`config.mk`:
```
export PLATFORM = sky130hd
export DESIGN_NAME = fsr_poller
export DESIGN_NICKNAME = d
export VERILOG_FILES = /design/src/inc/fsr_pkg.sv /design/src/inc/fsr_cyc_if.sv /design/src/design/fsr_cycle.sv /design/src/design/fsr_poller.sv
export VERILOG_INCLUDE_DIRS = /design/src /design/src/inc
export SDC_FILE = /design/constraint.sdc
export NUM_CORES = 1
export LEC_CHECK = 0
export BUFFER_PORTS_ARGS = -buffer_cell sky130_fd_sc_hd__buf_2
export CAP_MARGIN = 10
export CORE_MARGIN = 10
export CORE_UTILIZATION = 30
export DETAILED_ROUTE_END_ITERATION = 8
export RECOVER_POWER = 25
export SLEW_MARGIN = 25
export SYNTH_ARGS = -nofsm -noshare
export SYNTH_HDL_FRONTEND = slang
export SYNTH_SLANG_ARGS = --single-unit
```
`constraint.sdc`:
```
create_clock -name clk_sys -period 5.6 [get_ports clk_sys]
set_input_delay 0.84 -clock clk_sys [delete_from_list [all_inputs] [get_ports clk_sys]]
set_output_delay 0.84 -clock clk_sys [all_outputs]
set_load 0.02 [all_outputs]
```
`src/inc/fsr_cfg.svh`:
```
// Offsets, field positions, reset values and timing counts of the flash status poller
`ifndef FSR_CFG_SVH
`define FSR_CFG_SVH

// Clock rate and link timing
`define FSR_CLK_MHZ         20
`define FSR_CYC_NS          50
`define FSR_RD_CYC_NS       120
`define FSR_RD_CYC          ((`FSR_RD_CYC_NS + `FSR_CYC_NS - 1) / `FSR_CYC_NS)
`define FSR_WE_CYC_NS       100
`define FSR_WE_CYC          ((`FSR_WE_CYC_NS + `FSR_CYC_NS - 1) / `FSR_CYC_NS)
`define FSR_ERASE_GAP_US    50
`define FSR_ERASE_GAP_CYC   ((`FSR_ERASE_GAP_US * `FSR_CLK_MHZ))

// Data bit positions of status
`define FSR_BIT_POLL        7
`define FSR_BIT_TOG1        6
`define FSR_BIT_TIMEOUT     5
`define FSR_BIT_WINDOW      3
`define FSR_BIT_TOG2        2

// Register offsets of the software port
`define FSR_REG_CTRL        4'h0
`define FSR_REG_ADDR        4'h1
`define FSR_REG_DATA        4'h2
`define FSR_REG_STATUS      4'h3
`define FSR_REG_LAST        4'h4

// Control fields
`define FSR_CTRL_POLL       0
`define FSR_CTRL_WRITE      1
`define FSR_CTRL_READ       2
`define FSR_CTRL_ABORT      3

// Reset values
`define FSR_ADDR_RST        22'h000000
`define FSR_DATA_RST        16'h0000
`define FSR_RESET_CMD       16'h00f0

`endif

```
`src/inc/fsr_pkg.sv`:
```
// Types of the flash status poller
package fsr_pkg;
	typedef enum logic [3:0] {
		FSR_IDLE    = 4'b0000,
		FSR_RD_A    = 4'b0001,
		FSR_RD_B    = 4'b0010,
		FSR_CHECK   = 4'b0011,
		FSR_RD_C    = 4'b0100,
		FSR_RD_D    = 4'b0101,
		FSR_JUDGE   = 4'b0110,
		FSR_RESET   = 4'b0111,
		FSR_WR_ONE  = 4'b1000,
		FSR_RD_ONE  = 4'b1001
	} fsr_state_t;

	typedef enum logic [1:0] {
		FSR_RES_NONE = 2'b00,
		FSR_RES_DONE = 2'b01,
		FSR_RES_FAIL = 2'b10
	} fsr_result_t;
endpackage : fsr_pkg

```
`src/inc/fsr_cyc_if.sv`:
```
// Handshake between the poller and its bus cycle engine
`timescale 1ns/100ps
`default_nettype none
interface fsr_cyc_if;
	logic        start;
	logic        write;
	logic [21:0] addr;
	logic [15:0] wdata;
	logic        done;
	logic [15:0] rdata;

	modport ctl (output start, output write, output addr, output wdata,
		input done, input rdata);
	modport eng (input start, input write, input addr, input wdata,
		output done, output rdata);
endinterface : fsr_cyc_if
`default_nettype wire

```
`src/design/fsr_cycle.sv`:
```
// One read or one write cycle on the flash parallel pins
`timescale 1ns/100ps
`default_nettype none
`include "fsr_cfg.svh"
module fsr_cycle (
	input  wire logic  clk_sys,
	input  wire logic  reset,
	fsr_cyc_if.eng     cyc,
	output logic [21:0] flash_addr,
	output logic        flash_ce_n,
	output logic        flash_oe_n,
	output logic        flash_we_n,
	input  wire logic [15:0] flash_dq_in,
	output logic [15:0] flash_dq_out,
	output logic        flash_dq_oe
);
	localparam logic [3:0] RD_CYC = 4'(`FSR_RD_CYC);
	localparam logic [3:0] WE_CYC = 4'(`FSR_WE_CYC);

	logic        busy_q, busy_d;
	logic        wr_q, wr_d;
	logic [3:0]  cnt_q, cnt_d;
	logic [21:0] addr_q, addr_d;
	logic [15:0] wdat_q, wdat_d;
	logic [15:0] rdat_q, rdat_d;
	logic        done_q, done_d;

	// Next cycle state: strobe held for the access time, then released
	always_comb begin
		busy_d = busy_q;
		wr_d   = wr_q;
		cnt_d  = cnt_q;
		addr_d = addr_q;
		wdat_d = wdat_q;
		rdat_d = rdat_q;
		done_d = 1'b0;
		if (!busy_q && cyc.start) begin
			busy_d = 1'b1;
			wr_d   = cyc.write;
			addr_d = cyc.addr;
			wdat_d = cyc.wdata;
			cnt_d  = cyc.write ? WE_CYC : RD_CYC;
		end else if (busy_q) begin
			if (cnt_q == 4'h1) begin
				busy_d = 1'b0;
				done_d = 1'b1;
				if (!wr_q)
					rdat_d = flash_dq_in; // Sampled at end of the full access
			end else begin
				cnt_d = cnt_q - 4'h1;
			end
		end
	end

	// Cycle registers
	always_ff @(posedge clk_sys or posedge reset) begin
		if (reset) begin
			busy_q <= 1'b0;
			wr_q   <= 1'b0;
			cnt_q  <= 4'h0;
			addr_q <= `FSR_ADDR_RST;
			wdat_q <= `FSR_DATA_RST;
			rdat_q <= `FSR_DATA_RST;
			done_q <= 1'b0;
		end else begin
			busy_q <= busy_d;
			wr_q   <= wr_d;
			cnt_q  <= cnt_d;
			addr_q <= addr_d;
			wdat_q <= wdat_d;
			rdat_q <= rdat_d;
			done_q <= done_d;
		end
	end

	// Pin drive; data enable is low while driving
	assign flash_addr   = addr_q;
	assign flash_ce_n   = !busy_q;
	assign flash_oe_n   = !(busy_q && !wr_q);
	assign flash_we_n   = !(busy_q && wr_q);
	assign flash_dq_out = wdat_q;
	assign flash_dq_oe  = !(busy_q && wr_q);
	assign cyc.done     = done_q;
	assign cyc.rdata    = rdat_q;
endmodule : fsr_cycle
`default_nettype wire

```
`src/design/fsr_poller.sv`:
```
// Host-side controller that polls flash write status through its pins
`timescale 1ns/100ps
`default_nettype none
`include "fsr_cfg.svh"
module fsr_poller #(
	parameter int ERASE_GAP_CYC = `FSR_ERASE_GAP_CYC
) (
	input  wire logic        clk_sys,
	input  wire logic        reset,
	input  wire logic [3:0]  sw_addr,
	input  wire logic [31:0] sw_wdata,
	input  wire logic        sw_wr,
	input  wire logic        sw_rd,
	output logic [31:0]      sw_rdata,
	output logic [21:0]      flash_addr,
	output logic             flash_ce_n,
	output logic             flash_oe_n,
	output logic             flash_we_n,
	input  wire logic [15:0] flash_dq_in,
	output logic [15:0]      flash_dq_out,
	output logic             flash_dq_oe,
	input  wire logic        ready_busy_n
);
	fsr_cyc_if cyc ();

	fsr_pkg::fsr_state_t  st_q, st_d;
	fsr_pkg::fsr_result_t res_q, res_d;
	logic [21:0] addr_q, addr_d;
	logic [15:0] data_q, data_d;
	logic [15:0] first_q, first_d;
	logic [15:0] last_q, last_d;
	logic        start_q, start_d;
	logic        write_q, write_d;
	logic [15:0] wdat_q, wdat_d;
	logic        to_seen_q, to_seen_d;
	logic        win_pre_q, win_pre_d;
	logic        win_rej_q, win_rej_d;
	logic        gap_ok_q, gap_ok_d;
	logic [15:0] gap_q, gap_d;
	logic [1:0]  rby_q, rby_d;
	logic [31:0] rdata_q, rdata_d;

	// Erase gap in clocks, cut to the counter width
	localparam logic [15:0] GAP = 16'(ERASE_GAP_CYC);

	// True when toggle bit one differs between two reads
	function automatic logic toggled(input logic [15:0] a, input logic [15:0] b);
		return a[`FSR_BIT_TOG1] != b[`FSR_BIT_TOG1];
	endfunction : toggled

	// True when a strobe addresses the given register index
	function automatic logic reg_hit(input logic stb, input logic [3:0] idx,
		input logic [3:0] sel);
		return stb && (idx == sel);
	endfunction : reg_hit

	// Control register decode
	logic go_poll, go_wr, go_rd, go_abort, sel_ctrl;
	assign sel_ctrl = reg_hit(sw_wr, sw_addr, `FSR_REG_CTRL);
	assign go_poll  = sel_ctrl && sw_wdata[`FSR_CTRL_POLL];
	assign go_wr    = sel_ctrl && sw_wdata[`FSR_CTRL_WRITE];
	assign go_rd    = sel_ctrl && sw_wdata[`FSR_CTRL_READ];
	assign go_abort = sel_ctrl && sw_wdata[`FSR_CTRL_ABORT];

	// Sequencer busy whenever a poll or a single cycle is under way
	logic seq_busy;
	assign seq_busy = (st_q != fsr_pkg::FSR_IDLE);

	// Polling sequencer and software registers
	always_comb begin
		st_d      = st_q;
		res_d     = res_q;
		addr_d    = addr_q;
		data_d    = data_q;
		first_d   = first_q;
		last_d    = last_q;
		start_d   = 1'b0;
		write_d   = write_q;
		wdat_d    = wdat_q;
		to_seen_d = to_seen_q;
		win_pre_d = win_pre_q;
		win_rej_d = win_rej_q;
		gap_ok_d  = gap_ok_q;
		gap_d     = (gap_q != 16'h0000) ? gap_q - 16'h0001 : gap_q;
		if (reg_hit(sw_wr, sw_addr, `FSR_REG_ADDR))
			addr_d = sw_wdata[21:0];
		if (reg_hit(sw_wr, sw_addr, `FSR_REG_DATA))
			data_d = sw_wdata[15:0];
		// Status read clears the reject flag; a set in the same cycle wins below
		if (reg_hit(sw_rd, sw_addr, `FSR_REG_STATUS))
			win_rej_d = 1'b0;
		unique case (st_q)
			// Poll, write and read commands are taken only while idle
			fsr_pkg::FSR_IDLE: begin
				if (go_poll) begin
					st_d      = fsr_pkg::FSR_RD_A;
					res_d     = fsr_pkg::FSR_RES_NONE;
					to_seen_d = 1'b0;
					start_d   = 1'b1;
					write_d   = 1'b0;
				end else if (go_wr) begin
					st_d    = fsr_pkg::FSR_WR_ONE;
					start_d = 1'b1;
					write_d = 1'b1;
					wdat_d  = data_q;
				end else if (go_rd) begin
					st_d    = fsr_pkg::FSR_RD_ONE;
					start_d = 1'b1;
					write_d = 1'b0;
				end
			end
			fsr_pkg::FSR_RD_A: begin
				if (cyc.done) begin
					first_d = cyc.rdata;
					last_d  = cyc.rdata;
					st_d    = fsr_pkg::FSR_RD_B;
					start_d = 1'b1;
				end
			end
			fsr_pkg::FSR_RD_B: begin
				if (cyc.done) begin
					last_d = cyc.rdata;
					st_d   = fsr_pkg::FSR_CHECK;
				end
			end
			// Abort is honoured only between pairs, so a flash cycle is never cut
			fsr_pkg::FSR_CHECK: begin
				if (!toggled(first_q, last_q)) begin
					res_d = fsr_pkg::FSR_RES_DONE;
					st_d  = fsr_pkg::FSR_IDLE;
				end else if (last_q[`FSR_BIT_TIMEOUT]) begin
					to_seen_d = 1'b1;
					st_d      = fsr_pkg::FSR_RD_C;
					start_d   = 1'b1;
				end else if (go_abort) begin
					st_d = fsr_pkg::FSR_IDLE;
				end else begin
					st_d    = fsr_pkg::FSR_RD_A;
					start_d = 1'b1;
				end
			end
			fsr_pkg::FSR_RD_C: begin
				if (cyc.done) begin
					first_d = cyc.rdata;
					st_d    = fsr_pkg::FSR_RD_D;
					start_d = 1'b1;
				end
			end
			fsr_pkg::FSR_RD_D: begin
				if (cyc.done) begin
					last_d = cyc.rdata;
					st_d   = fsr_pkg::FSR_JUDGE;
				end
			end
			// Toggle may stop just as the timeout rises, hence the second pair
			fsr_pkg::FSR_JUDGE: begin
				if (!toggled(first_q, last_q)) begin
					res_d = fsr_pkg::FSR_RES_DONE;
					st_d  = fsr_pkg::FSR_IDLE;
				end else begin
					res_d   = fsr_pkg::FSR_RES_FAIL;
					st_d    = fsr_pkg::FSR_RESET;
					start_d = 1'b1;
					write_d = 1'b1;
					wdat_d  = `FSR_RESET_CMD;
				end
			end
			// Reset command cycle, then back to idle
			fsr_pkg::FSR_RESET: begin
				if (cyc.done)
					st_d = fsr_pkg::FSR_IDLE;
			end
			// Single write restarts the erase gap counter
			fsr_pkg::FSR_WR_ONE: begin
				if (cyc.done) begin
					st_d     = fsr_pkg::FSR_IDLE;
					gap_d    = GAP;
					gap_ok_d = (gap_q != 16'h0000);
				end
			end
			// Single read, also tracking the erase window flag
			fsr_pkg::FSR_RD_ONE: begin
				if (cyc.done) begin
					last_d = cyc.rdata;
					st_d   = fsr_pkg::FSR_IDLE;
					// Window flag before and after a sector erase write
					if (cyc.rdata[`FSR_BIT_WINDOW] && !win_pre_q)
						win_rej_d = 1'b1;
					win_pre_d = cyc.rdata[`FSR_BIT_WINDOW];
				end
			end
			default: st_d = fsr_pkg::FSR_IDLE;
		endcase
	end

	// Software read mux; data appears the cycle after the strobe
	always_comb begin
		rdata_d = 32'h0000_0000;
		if (sw_rd) begin
			unique case (sw_addr)
				`FSR_REG_ADDR:   rdata_d = {10'h000, addr_q};
				`FSR_REG_DATA:   rdata_d = {16'h0000, data_q};
				`FSR_REG_STATUS: rdata_d = {25'h0000000, gap_ok_q, win_rej_q,
					to_seen_q, rby_q[1],
					res_q, seq_busy};
				`FSR_REG_LAST:   rdata_d = {16'h0000, last_q};
				default:         rdata_d = 32'h0000_0000;
			endcase
		end
	end

	// State registers
	always_ff @(posedge clk_sys or posedge reset) begin
		if (reset) begin
			st_q      <= fsr_pkg::FSR_IDLE;
			res_q     <= fsr_pkg::FSR_RES_NONE;
			addr_q    <= `FSR_ADDR_RST;
			data_q    <= `FSR_DATA_RST;
			first_q   <= `FSR_DATA_RST;
			last_q    <= `FSR_DATA_RST;
			start_q   <= 1'b0;
			write_q   <= 1'b0;
			wdat_q    <= `FSR_DATA_RST;
			to_seen_q <= 1'b0;
			win_pre_q <= 1'b0;
			win_rej_q <= 1'b0;
			gap_ok_q  <= 1'b0;
			gap_q     <= 16'h0000;
			rdata_q   <= 32'h0000_0000;
		end else begin
			st_q      <= st_d;
			res_q     <= res_d;
			addr_q    <= addr_d;
			data_q    <= data_d;
			first_q   <= first_d;
			last_q    <= last_d;
			start_q   <= start_d;
			write_q   <= write_d;
			wdat_q    <= wdat_d;
			to_seen_q <= to_seen_d;
			win_pre_q <= win_pre_d;
			win_rej_q <= win_rej_d;
			gap_ok_q  <= gap_ok_d;
			gap_q     <= gap_d;
			rdata_q   <= rdata_d;
		end
	end

	// Ready/busy synchroniser next value; only the second stage feeds status
	always_comb begin
		rby_d = {rby_q[0], ready_busy_n};
	end

	// Ready/busy synchroniser stages, released high like the idle pin
	always_ff @(posedge clk_sys or posedge reset) begin
		if (reset)
			rby_q <= 2'b11;
		else
			rby_q <= rby_d;
	end

	// Software read data and cycle engine requests
	assign sw_rdata  = rdata_q;
	assign cyc.start = start_q;
	assign cyc.write = write_q;
	assign cyc.addr  = addr_q;
	assign cyc.wdata = wdat_q;

	// Bus cycle engine driving the flash pins
	fsr_cycle u_cycle (
		.clk_sys      (clk_sys),
		.reset        (reset),
		.cyc          (cyc.eng),
		.flash_addr   (flash_addr),
		.flash_ce_n   (flash_ce_n),
		.flash_oe_n   (flash_oe_n),
		.flash_we_n   (flash_we_n),
		.flash_dq_in  (flash_dq_in),
		.flash_dq_out (flash_dq_out),
		.flash_dq_oe  (flash_dq_oe)
	);
endmodule : fsr_poller
`default_nettype wire

```
==> results of run 1 <==
==> routing by layer <==
| layer | up-vias | track usage, % | share of wire [%] |
|---|---|---|---|
| li1 | 2586 | - | - |
| met1 | 2629 | 16.46 | 49 |
| met2 | 138 | 17.73 | 44 |
| met3 | 19 | 2.470 | 4.9 |
| met4 | 0 | 4.068 | 1.6 |
| met5 | - | 0 | 0 |
==> final cells by class <==
class | instances | share of cell area [%]
Tap cell | 330 | 4.469
Sequential cell | 184 | 49.86
Multi-Input combinational cell | 466 | 31.50
Clock buffer | 20 | 4.942
Antenna cell | 1 | 0.02708
Inverter | 8 | 0.3385
Timing Repair Buffer | 122 | 7.271
Clock inverter | 11 | 1.598
==> registers in the layout (all words and copies together) (netlist names), 2 cells and up <==
signal / cells
addr_q: 22
cyc.wdata: 16
data_q: 16
gap_q: 16
last_q: 16
rby_q: 2
res_q: 2
st_q: 4
sw_rdata: 22
u_cycle.cnt_q: 4
u_cycle.cyc.rdata: 16
u_cycle.flash_addr: 22
u_cycle.flash_dq_out: 16
==> cell families (layout without fill, tap and decap cells) <==
group | Yosys count | in the layout | synth area share (%)
simple gates | 277 | 277 | 16.49
flops | 184 | 184 | 59.74
compound gates | 88 | 88 | 7.723
mux | 73 | 73 | 10.64
buf+inv | 52 | 161 | 3.115
xor+xnor | 14 | 14 | 1.590
fa+ha+maj | 4 | 4 | 0.6491
other cells | 1 | 11 | 0.04863
==> where the power goes <==
part | internal, mW | total, mW | switching (mW)
Clock | 0.725 | 1.23 | 0.504
Combinational | 0.575 | 1.37 | 0.797
Sequential | 1.80 | 2.16 | 0.368
Total | 3.10 | 4.76 | 1.67
==> through the flow <==
step | setup slack (ns) | power [mW] | utilization, % | std cells | area [um^2]
finish | 2.783 | 4.765 | 36.59 | 1142 | 9240
global route | 2.698 | 5.098 | 36.58 | 1141 | 9238
CTS | 2.750 | 4.828 | 36.46 | 1138 | 9209
detailed placement | 2.350 | 3.588 | 34.07 | 1107 | 8605
global placement | 2.342 | 3.546 | 34.07 | 1107 | 8605
floorplan | 2.397 | 3.092 | - | 702 | 7749
==> final timing paths <==
path,start,endpoint,slack (ns)
worst min register to register,rby_q[0],rby_q[1],0.35
worst max register to register,u_cycle.busy_q,u_cycle.flash_addr[4],3.04
worst max-delay path,sw_addr[1],addr_q[10],2.78
worst min-delay path,rby_q[0],rby_q[1],0.35
min in group asynchronous,reset,u_cycle.flash_addr[19],0.52
max in group asynchronous,reset,last_q[6],4.19
==> cells in the final DEF, fill, tap and decap left out, types with 3 or more instances in the layout <==
cell,count
nand2_1,179
nor3_1,12
mux2_2,72
bufinv_16,3
buf_4,6
nand3b_1,3
o21ai_0,33
ha_1,4
nor4_1,4
a21oi_1,17
xnor2_1,12
clkbuf_16,17
clkinv_4,3
dfrtp_1,182
nand2b_1,7
a222oi_1,16
nor2_1,34
and3_1,6
clkbuf_1,4
inv_1,7
clkinv_2,3
buf_2,109
nand3_1,5
nor2b_1,3
conb_1,10
a31oi_1,3
or3_1,6
==> critical path, stage by stage <==
cell and delay [ns]:
clkbuf_1 0.15, nor4b_1 0.46, clkbuf_1 0.95, nand2_1 0.11, buf_4 0.29, mux2_2 0.31
==> impl_metrics.ini, run 1 <==
[status]
outcome = finished with violations
failed_checks = capacitance limit, slew limit

[logic_synthesis]
syn_inst = 693
yosys-top-cells-count = dfrtp_1 (182), nand2_1 (179), mux2_2 (72)
dominantRegCellSynth = dfrtp_1
avgSynthCellArea_um2 = 11.13
synthArstFlopShare_pct = 100.0
synth_area_leader_cell = dfrtp_1
synth_edf_count = 0
ys_ff_latch = 184
yosys.area.top_type_share_pct = 59.06
synth.most_common_cell = dfrtp_1
yosysSeqAreaShare_pct = 59.74
yosys.cell_types.count = 52
yosysWarningCount = 0
syn_area_mm2 = 0.007711
synth_area_leaders = dfrtp_1 (59%), mux2_2 (11%), nand2_1 (8.7%)

[global_route]
antenna_found_initial = 1
grt_usage_pct = 11.80
grt_pass1_vias = 5362
grt_pass1_wl_um = 30910
grt_remaining_overflow = 0
grt_max_degree = 185

[finish]
fin_nets = 860
register_area_mm2 = 0.004607
layout-drive-gt1-share_pct = 29.22
multi_input_area_mm2 = 0.002910
n_fill_cell = 2542
syn2layout_area_growth_pct = 19.83

[route]
wl_um = 19240
wl_per_cell_um = 16.84
drc = 0
via_per_inst = 4.704
detail-route-antenna-nets = 0
dr_total_vias = 5372
first_iter_violations = 306
drt_pre_antenna_iters = 5

[critical_path]
cp_max_fo = 23
r2r_cells = 4
start_kind = primary input
arrival_ns = 3.12
cp-end-kind = flop
required_ns = 5.91
crit_type = primary input to flop

[floorplanning]
io_pins = 131
die-height_um = 180.3
initial_utilization_pct = 30.53
row_count = 58
die_w_um = 180.3
core_mm2 = 0.02525
dieArea_mm2 = 0.03252

[cts]
cts_made_buffers = 17
htreeDepth = 4
cts-root-buf = clkbuf_16
cts_resized = 0
clkLatencyLatePin_ns = 0.42
cts.sinks = 184
postCtsSetupBuffers = 0
cts.clk_slew.worst_paths_ns = 0.07
postCtsHoldBufs = 0
tritoncts = built
clockBufferDepth = 2

[timing]
fin_crit_ns = 2.817
timing.fmax_mhz = 355.0
tns_ns = 0
maxSlewViolCount = 43
slew_headroom_pct = -30.79
timing.final.crit_share_pct = 50.30
holdWs_ns = 0.3492
skew_ns = 0.008801
finalHoldViolations = 0
grt_setup_unrepaired = false
tightest_slew_ns = 1.962
setup_viol = 0

[power]
ir_drop_uv = 249.2
p_leak_nw = 4.503
powerDensity_mw_per_mm2 = 515.6

[run]
cap_violations = 1

[place]
hpwl_um = 13580
port_buffers = 110
place_congestion = 0.8022

[min_path]
hold_path_class = flop to flop
hold_depth = 0
Note: power is estimated with default switching activity, not from simulation.
==> run 2: changes to the inputs <==
==> constraint.sdc (replaced) <==
create_clock -name clk_sys -period 2.7 [get_ports clk_sys]
set_input_delay 0.405 -clock clk_sys [delete_from_list [all_inputs] [get_ports clk_sys]]
set_output_delay 0.405 -clock clk_sys [all_outputs]
set_load 0.02 [all_outputs]
==> run 2 against run 1 <==
  * The flow now finishes without violations
  * Power increased by 110%
  * Critical endpoint is now sw_rdata[4]
  * Design area increased by 0.31%
  * Cell count increased by 1.1%
  * Non-clock buffer count increased by 11
  * First-iteration DRC count increased by 42%
==> impl_metrics.ini, run 2 (synthesis results as in run 1) <==
[cts]
postCtsHoldBufs = 1
clockBufferDepth = 2
htreeDepth = 4
clkLatencyLatePin_ns = 0.43
cts.clk_slew.worst_paths_ns = 0.07
tritoncts = built
cts_resized = 0
cts-root-buf = clkbuf_16
cts.sinks = 184
cts_made_buffers = 17
postCtsSetupBuffers = 0

[critical_path]
cp_common_cell = clkbuf_1
cp_max_fo = 22
cp_slowest_cell = clkbuf_1
crit_type = primary input to flop
start_kind = primary input
worstPathCellList = clkbuf_1 -> nor4b_1 -> clkbuf_1 -> a222oi_1 -> a21oi_1
required_ns = 3.03
cp-end-kind = flop
arrival_ns = 2.47
slowest_delay_ns = 0.87

[timing]
timing.fmax_mhz = 466.1
timing.final.crit_share_pct = 79.46
skew_ns = 0.009255
maxSlewViolCount = 0
worst_slack_ns = 0.5546
setup_viol = 0
slew_headroom_pct = 3.341
tightest_slew_ns = 1.450
fin_crit_ns = 2.145
grt_setup_unrepaired = false
finalHoldViolations = 0

[power]
switching_share_pct = 36.12
ir_drop_uv = 443.9
p_switching_mw = 3.560
clkPwrFrac_pct = 25.1
comb_power_share_pct = 29.4
powerDensity_mw_per_mm2 = 1063
p_leak_nw = 4.518
seq_power_share_pct = 45.5
internal-power_mw = 6.297

[finish]
mostFrequentLayoutCells = dfrtp_1 (182), nand2_1 (179), buf_2 (108), mux2_2 (72), nor2_1 (34)
layout-drive-gt1-share_pct = 29.77
finalInstanceArea_mm2 = 0.009269
n_fill_cell = 2501
syn2layout_area_growth_pct = 20.20
final_util_pct = 36.70
register_area_mm2 = 0.004607
fin_cells = 1154
multi_input_area_mm2 = 0.002905
fin_nets = 871
layout_commonest_cell = dfrtp_1

[status]
outcome = completed

[floorplanning]
dieArea_mm2 = 0.03252
initial_utilization_pct = 30.53
io_pins = 131
die-height_um = 180.3
core_mm2 = 0.02525
die_w_um = 180.3
row_count = 58

[route]
first_iter_violations = 436
wl_um = 19260
wl_per_cell_um = 16.69
dr_total_vias = 5342
drt_pre_antenna_iters = 5
via_per_inst = 4.629
detail-route-antenna-nets = 0
drc = 0

[global_route]
grt_pass1_wl_um = 31350
grt_pass1_vias = 5447
antenna_found_initial = 3
grt_usage_pct = 11.93
grt_remaining_overflow = 0
grt_max_degree = 75

[min_path]
hold_path_class = primary input to flop

[place]
port_buffers = 110
hpwl_um = 14180
place_area_mm2 = 0.008715
place_congestion = 0.8065
place_inst = 1120
post-place-ws_ns = 0.6315

[run]
cap_violations = 0
==> run 2: critical path, delay by kind of cell <==
| family | cells | cell delay (ns) |
|---|---|---|
| AOI/OAI and AO/OA | 2 | 0.54 |
| buffers and inverters | 2 | 1.04 |
| and+or+nand+nor | 1 | 0.49 |
==> run 2: final cells by class <==
class,instances,share of cell area [%]
clock inverters,14,1.755
repair buffers,133,7.640
inverters,8,0.3375
flip-flops and latches,184,49.70
well taps,330,4.455
diodes,1,0.02700
clock buffers,18,4.738
multi-input cells,466,31.34
==> run 2: metrics by stage <==
step / power, mW / hold slack [ns] / TNS [ns]
2_1_floorplan: 6.414 / 0.3452 / -12.36
3_3_place_gp: 7.425 / 0.3503 / 0
3_5_place_dp: 7.499 / 0.3512 / 0
4_1_cts: 9.991 / 0.05707 / 0
5_1_grt: 10.56 / 0.05838 / 0
6_report: 9.857 / 0.07343 / 0
==> run 2: final timing paths <==
check                             start           to  slack (ns)  cells past startpoint
max                          sw_addr[3]  sw_rdata[4]        0.55                      5
min                        ready_busy_n     rby_q[0]        0.07                      1
max reg2reg                   gap_q[11]     gap_q[8]        0.63                      5
min reg2reg                    rby_q[0]     rby_q[1]        0.36                      0
max in group asynchronous         reset  sw_rdata[1]        0.80                      4
min in group asynchronous         reset   data_q[13]        0.53                      3
==> run 2: power by group through the flow <==
stage	registers [mW]	clock network, mW	logic (mW)
final	4.49	2.47	2.90
after global routing	4.63	2.64	3.28
after CTS	4.49	2.53	2.97
after detailed placement	4.54	0	2.96
after global placement	4.50	0	2.92
after floorplan	4.62	0	1.80
==> run 2: per-layer routing <==
metal	track usage (%)	part of all wire, %
met1	16.55	49
met2	17.82	45
met3	2.952	4.3
met4	3.806	1.3
met5	0	0.13
==> run 3: changes to the inputs <==
==> constraint.sdc (replaced) <==
create_clock -name clk_sys -period 2 [get_ports clk_sys]
set_input_delay 0.3 -clock clk_sys [delete_from_list [all_inputs] [get_ports clk_sys]]
set_output_delay 0.3 -clock clk_sys [all_outputs]
set_load 0.02 [all_outputs]
==> run 3 against run 2 <==
  * First-iteration DRC count shrank 27%
  * Die area is the same
  * Combinational power grew 44%
  * Clock skew shrank 0.0013 ns
  * Cell count grew 1.0%
  * Largest cell class unchanged
  * Highest routed layer unchanged
  * Critical path type is now flop to flop
  * Utilization grew 0.87 points
  * Sequential cell count is the same
  * Count of clock-buffer cells in the layout is the same
==> impl_metrics.ini, run 3 (synthesis results as in run 1) <==
[floorplanning]
initial_utilization_pct = 30.53
row_count = 58
dieArea_mm2 = 0.03252
io_pins = 131
core_mm2 = 0.02525
die-height_um = 180.3
die_w_um = 180.3

[route]
wl_per_cell_um = 16.85
dr_total_vias = 5466
wl_um = 19650
first_iter_violations = 319
via_per_inst = 4.688
drt_pre_antenna_iters = 4
drc = 0
detail-route-antenna-nets = 0

[critical_path]
cp_top_family = simple AND/OR/NAND/NOR gates
crit_buf_inv = 1
cp_max_fo = 5
worstPathCellList = or4_4 -> nor4b_4 -> buf_4 -> nand4b_1 -> xor2_1 -> nand2_1
arrival_ns = 2.18
slowest_delay_ns = 0.57
cp_slowest_cell = or4_4
cp-end-kind = flop
crit_type = flop to flop
required_ns = 2.31
start_kind = flop

[place]
place_area_mm2 = 0.008855
hpwl_um = 14470
place_congestion = 0.8096
port_buffers = 110
place_inst = 1132
post-place-ws_ns = 0.1237

[timing]
maxSlewViolCount = 0
worst_slack_ns = 0.1319
holdWs_ns = 0.09589
skew_ns = 0.007979
finalHoldViolations = 0
fin_crit_ns = 1.868
grt_setup_unrepaired = false
timing.fmax_mhz = 535.3
timing.final.crit_share_pct = 93.41
slew_headroom_pct = 15.83
tightest_slew_ns = 1.262
setup_viol = 0

[cts]
htreeDepth = 4
cts-root-buf = clkbuf_16
tritoncts = built
cts.clk_slew.worst_paths_ns = 0.07
clockBufferDepth = 2
cts_made_buffers = 17
cts.sinks = 184
clkLatencyLatePin_ns = 0.43

[global_route]
grt_pass1_vias = 5544
grt_max_degree = 84
antenna_found_initial = 3
grt_remaining_overflow = 0
grt_usage_pct = 12.17
grt_pass1_wl_um = 31580

[power]
p_switching_mw = 4.776
power_mw = 13.76
ir_drop_uv = 657.0
p_leak_nw = 4.642
comb_power_share_pct = 30.3
switching_share_pct = 34.72
powerDensity_mw_per_mm2 = 1450
seq_power_share_pct = 43.6
internal-power_mw = 8.981
clkPwrFrac_pct = 26.1

[finish]
syn2layout_area_growth_pct = 23.06
fin_nets = 885
layout_commonest_cell = dfrtp_1
fin_cells = 1166
mostFrequentLayoutCells = dfrtp_1 (181), nand2_1 (179), buf_2 (110), mux2_2 (72), nor2_1 (34)
finalInstanceArea_mm2 = 0.009489
layout-drive-gt1-share_pct = 31.50
n_fill_cell = 2534

[status]
outcome = completed

[run]
cap_violations = 0

[min_path]
hold_path_class = primary input to flop
[run 3: changes by cell type in the layout (fill, tap and decap cells not counted), moves of 2 or more]
cell | before | now
clkbuf_1 | 6 | 2
bufinv_16 | 1 | 4
buf_4 | 16 | 28
clkinv_4 | 3 | 1
clkinvlp_4 | 2 | 4
clkbuf_4 | 2 | 0
clkinv_8 | 3 | 1
buf_2 | 108 | 110
buf_12 | 0 | 4
[run 3: worst reg2reg max path: stages, from the launching register on]
cell      delay [ns]
dfrtp_1         0.38
or4_4           0.57
nor4b_4         0.29
buf_4           0.18
nand4b_1        0.12
xor2_1          0.15
nand2_1         0.07
[run 3: path summary, 6_finish.rpt]
kind,start,endpoint,slack [ns],cells after the start
setup / recovery,gap_q[11],gap_q[8],0.13,6
hold / removal,flash_dq_in[4],u_cycle.cyc.rdata[4],0.1,2
setup reg to reg,gap_q[11],gap_q[8],0.13,6
min in group asynchronous,reset,u_cycle.flash_addr[17],0.54,4
hold reg to reg,rby_q[0],rby_q[1],0.36,0
max in group asynchronous,reset,sw_rdata[2],0.32,4
[run 3: per-stage QoR]
step / TNS, ns / utilization [%]
5_1_grt: 0 / 37.57
4_1_cts: 0 / 37.65
6_report: 0 / 37.57
3_3_place_gp: 0 / 35.06
2_1_floorplan: -120.79 / -
3_5_place_dp: 0 / 35.06
[run 3: power groups by stage]
| stage | Clock (mW) | Combinational (mW) | Sequential, mW |
|---|---|---|---|
| final | 3.59 | 4.17 | 6.00 |
| after CTS | 3.68 | 4.25 | 6.00 |
| after floorplan | 0 | 2.43 | 6.23 |
| after detailed placement | 0 | 4.22 | 6.07 |
| after global placement | 0 | 4.15 | 6.01 |
| after global routing | 3.84 | 4.67 | 6.19 |
[run 3: layer usage]
layer	wire length (um)	share of wire, %	global-route usage [%]
met5	25	0.13	0
met4	474	2.4	5.413
met3	882	4.5	2.791
met2	8686	44	17.89
met1	9580	49	16.67
[run 3: layout make-up]
type                            instances  area [um^2]  share of cell area [%]
Inverter                                8        33.78                  0.3560
Tap cell                              330        412.9                   4.351
Clock buffer                           18        439.2                   4.628
Sequential cell                       184         4608                   48.56
Multi-Input combinational cell        466         2925                   30.83
Antenna cell                            1        2.502                 0.02637
Clock inverter                         12        193.9                   2.044
Timing Repair Buffer                  147        873.3                   9.204
[run 3: what timing repair did]
item	CTS	global route
hold buffers	2	0
gates resized for setup	0	2
buffers inserted	0	1
setup endpoints to repair	0	4
endpoints found under the hold margin	2	0
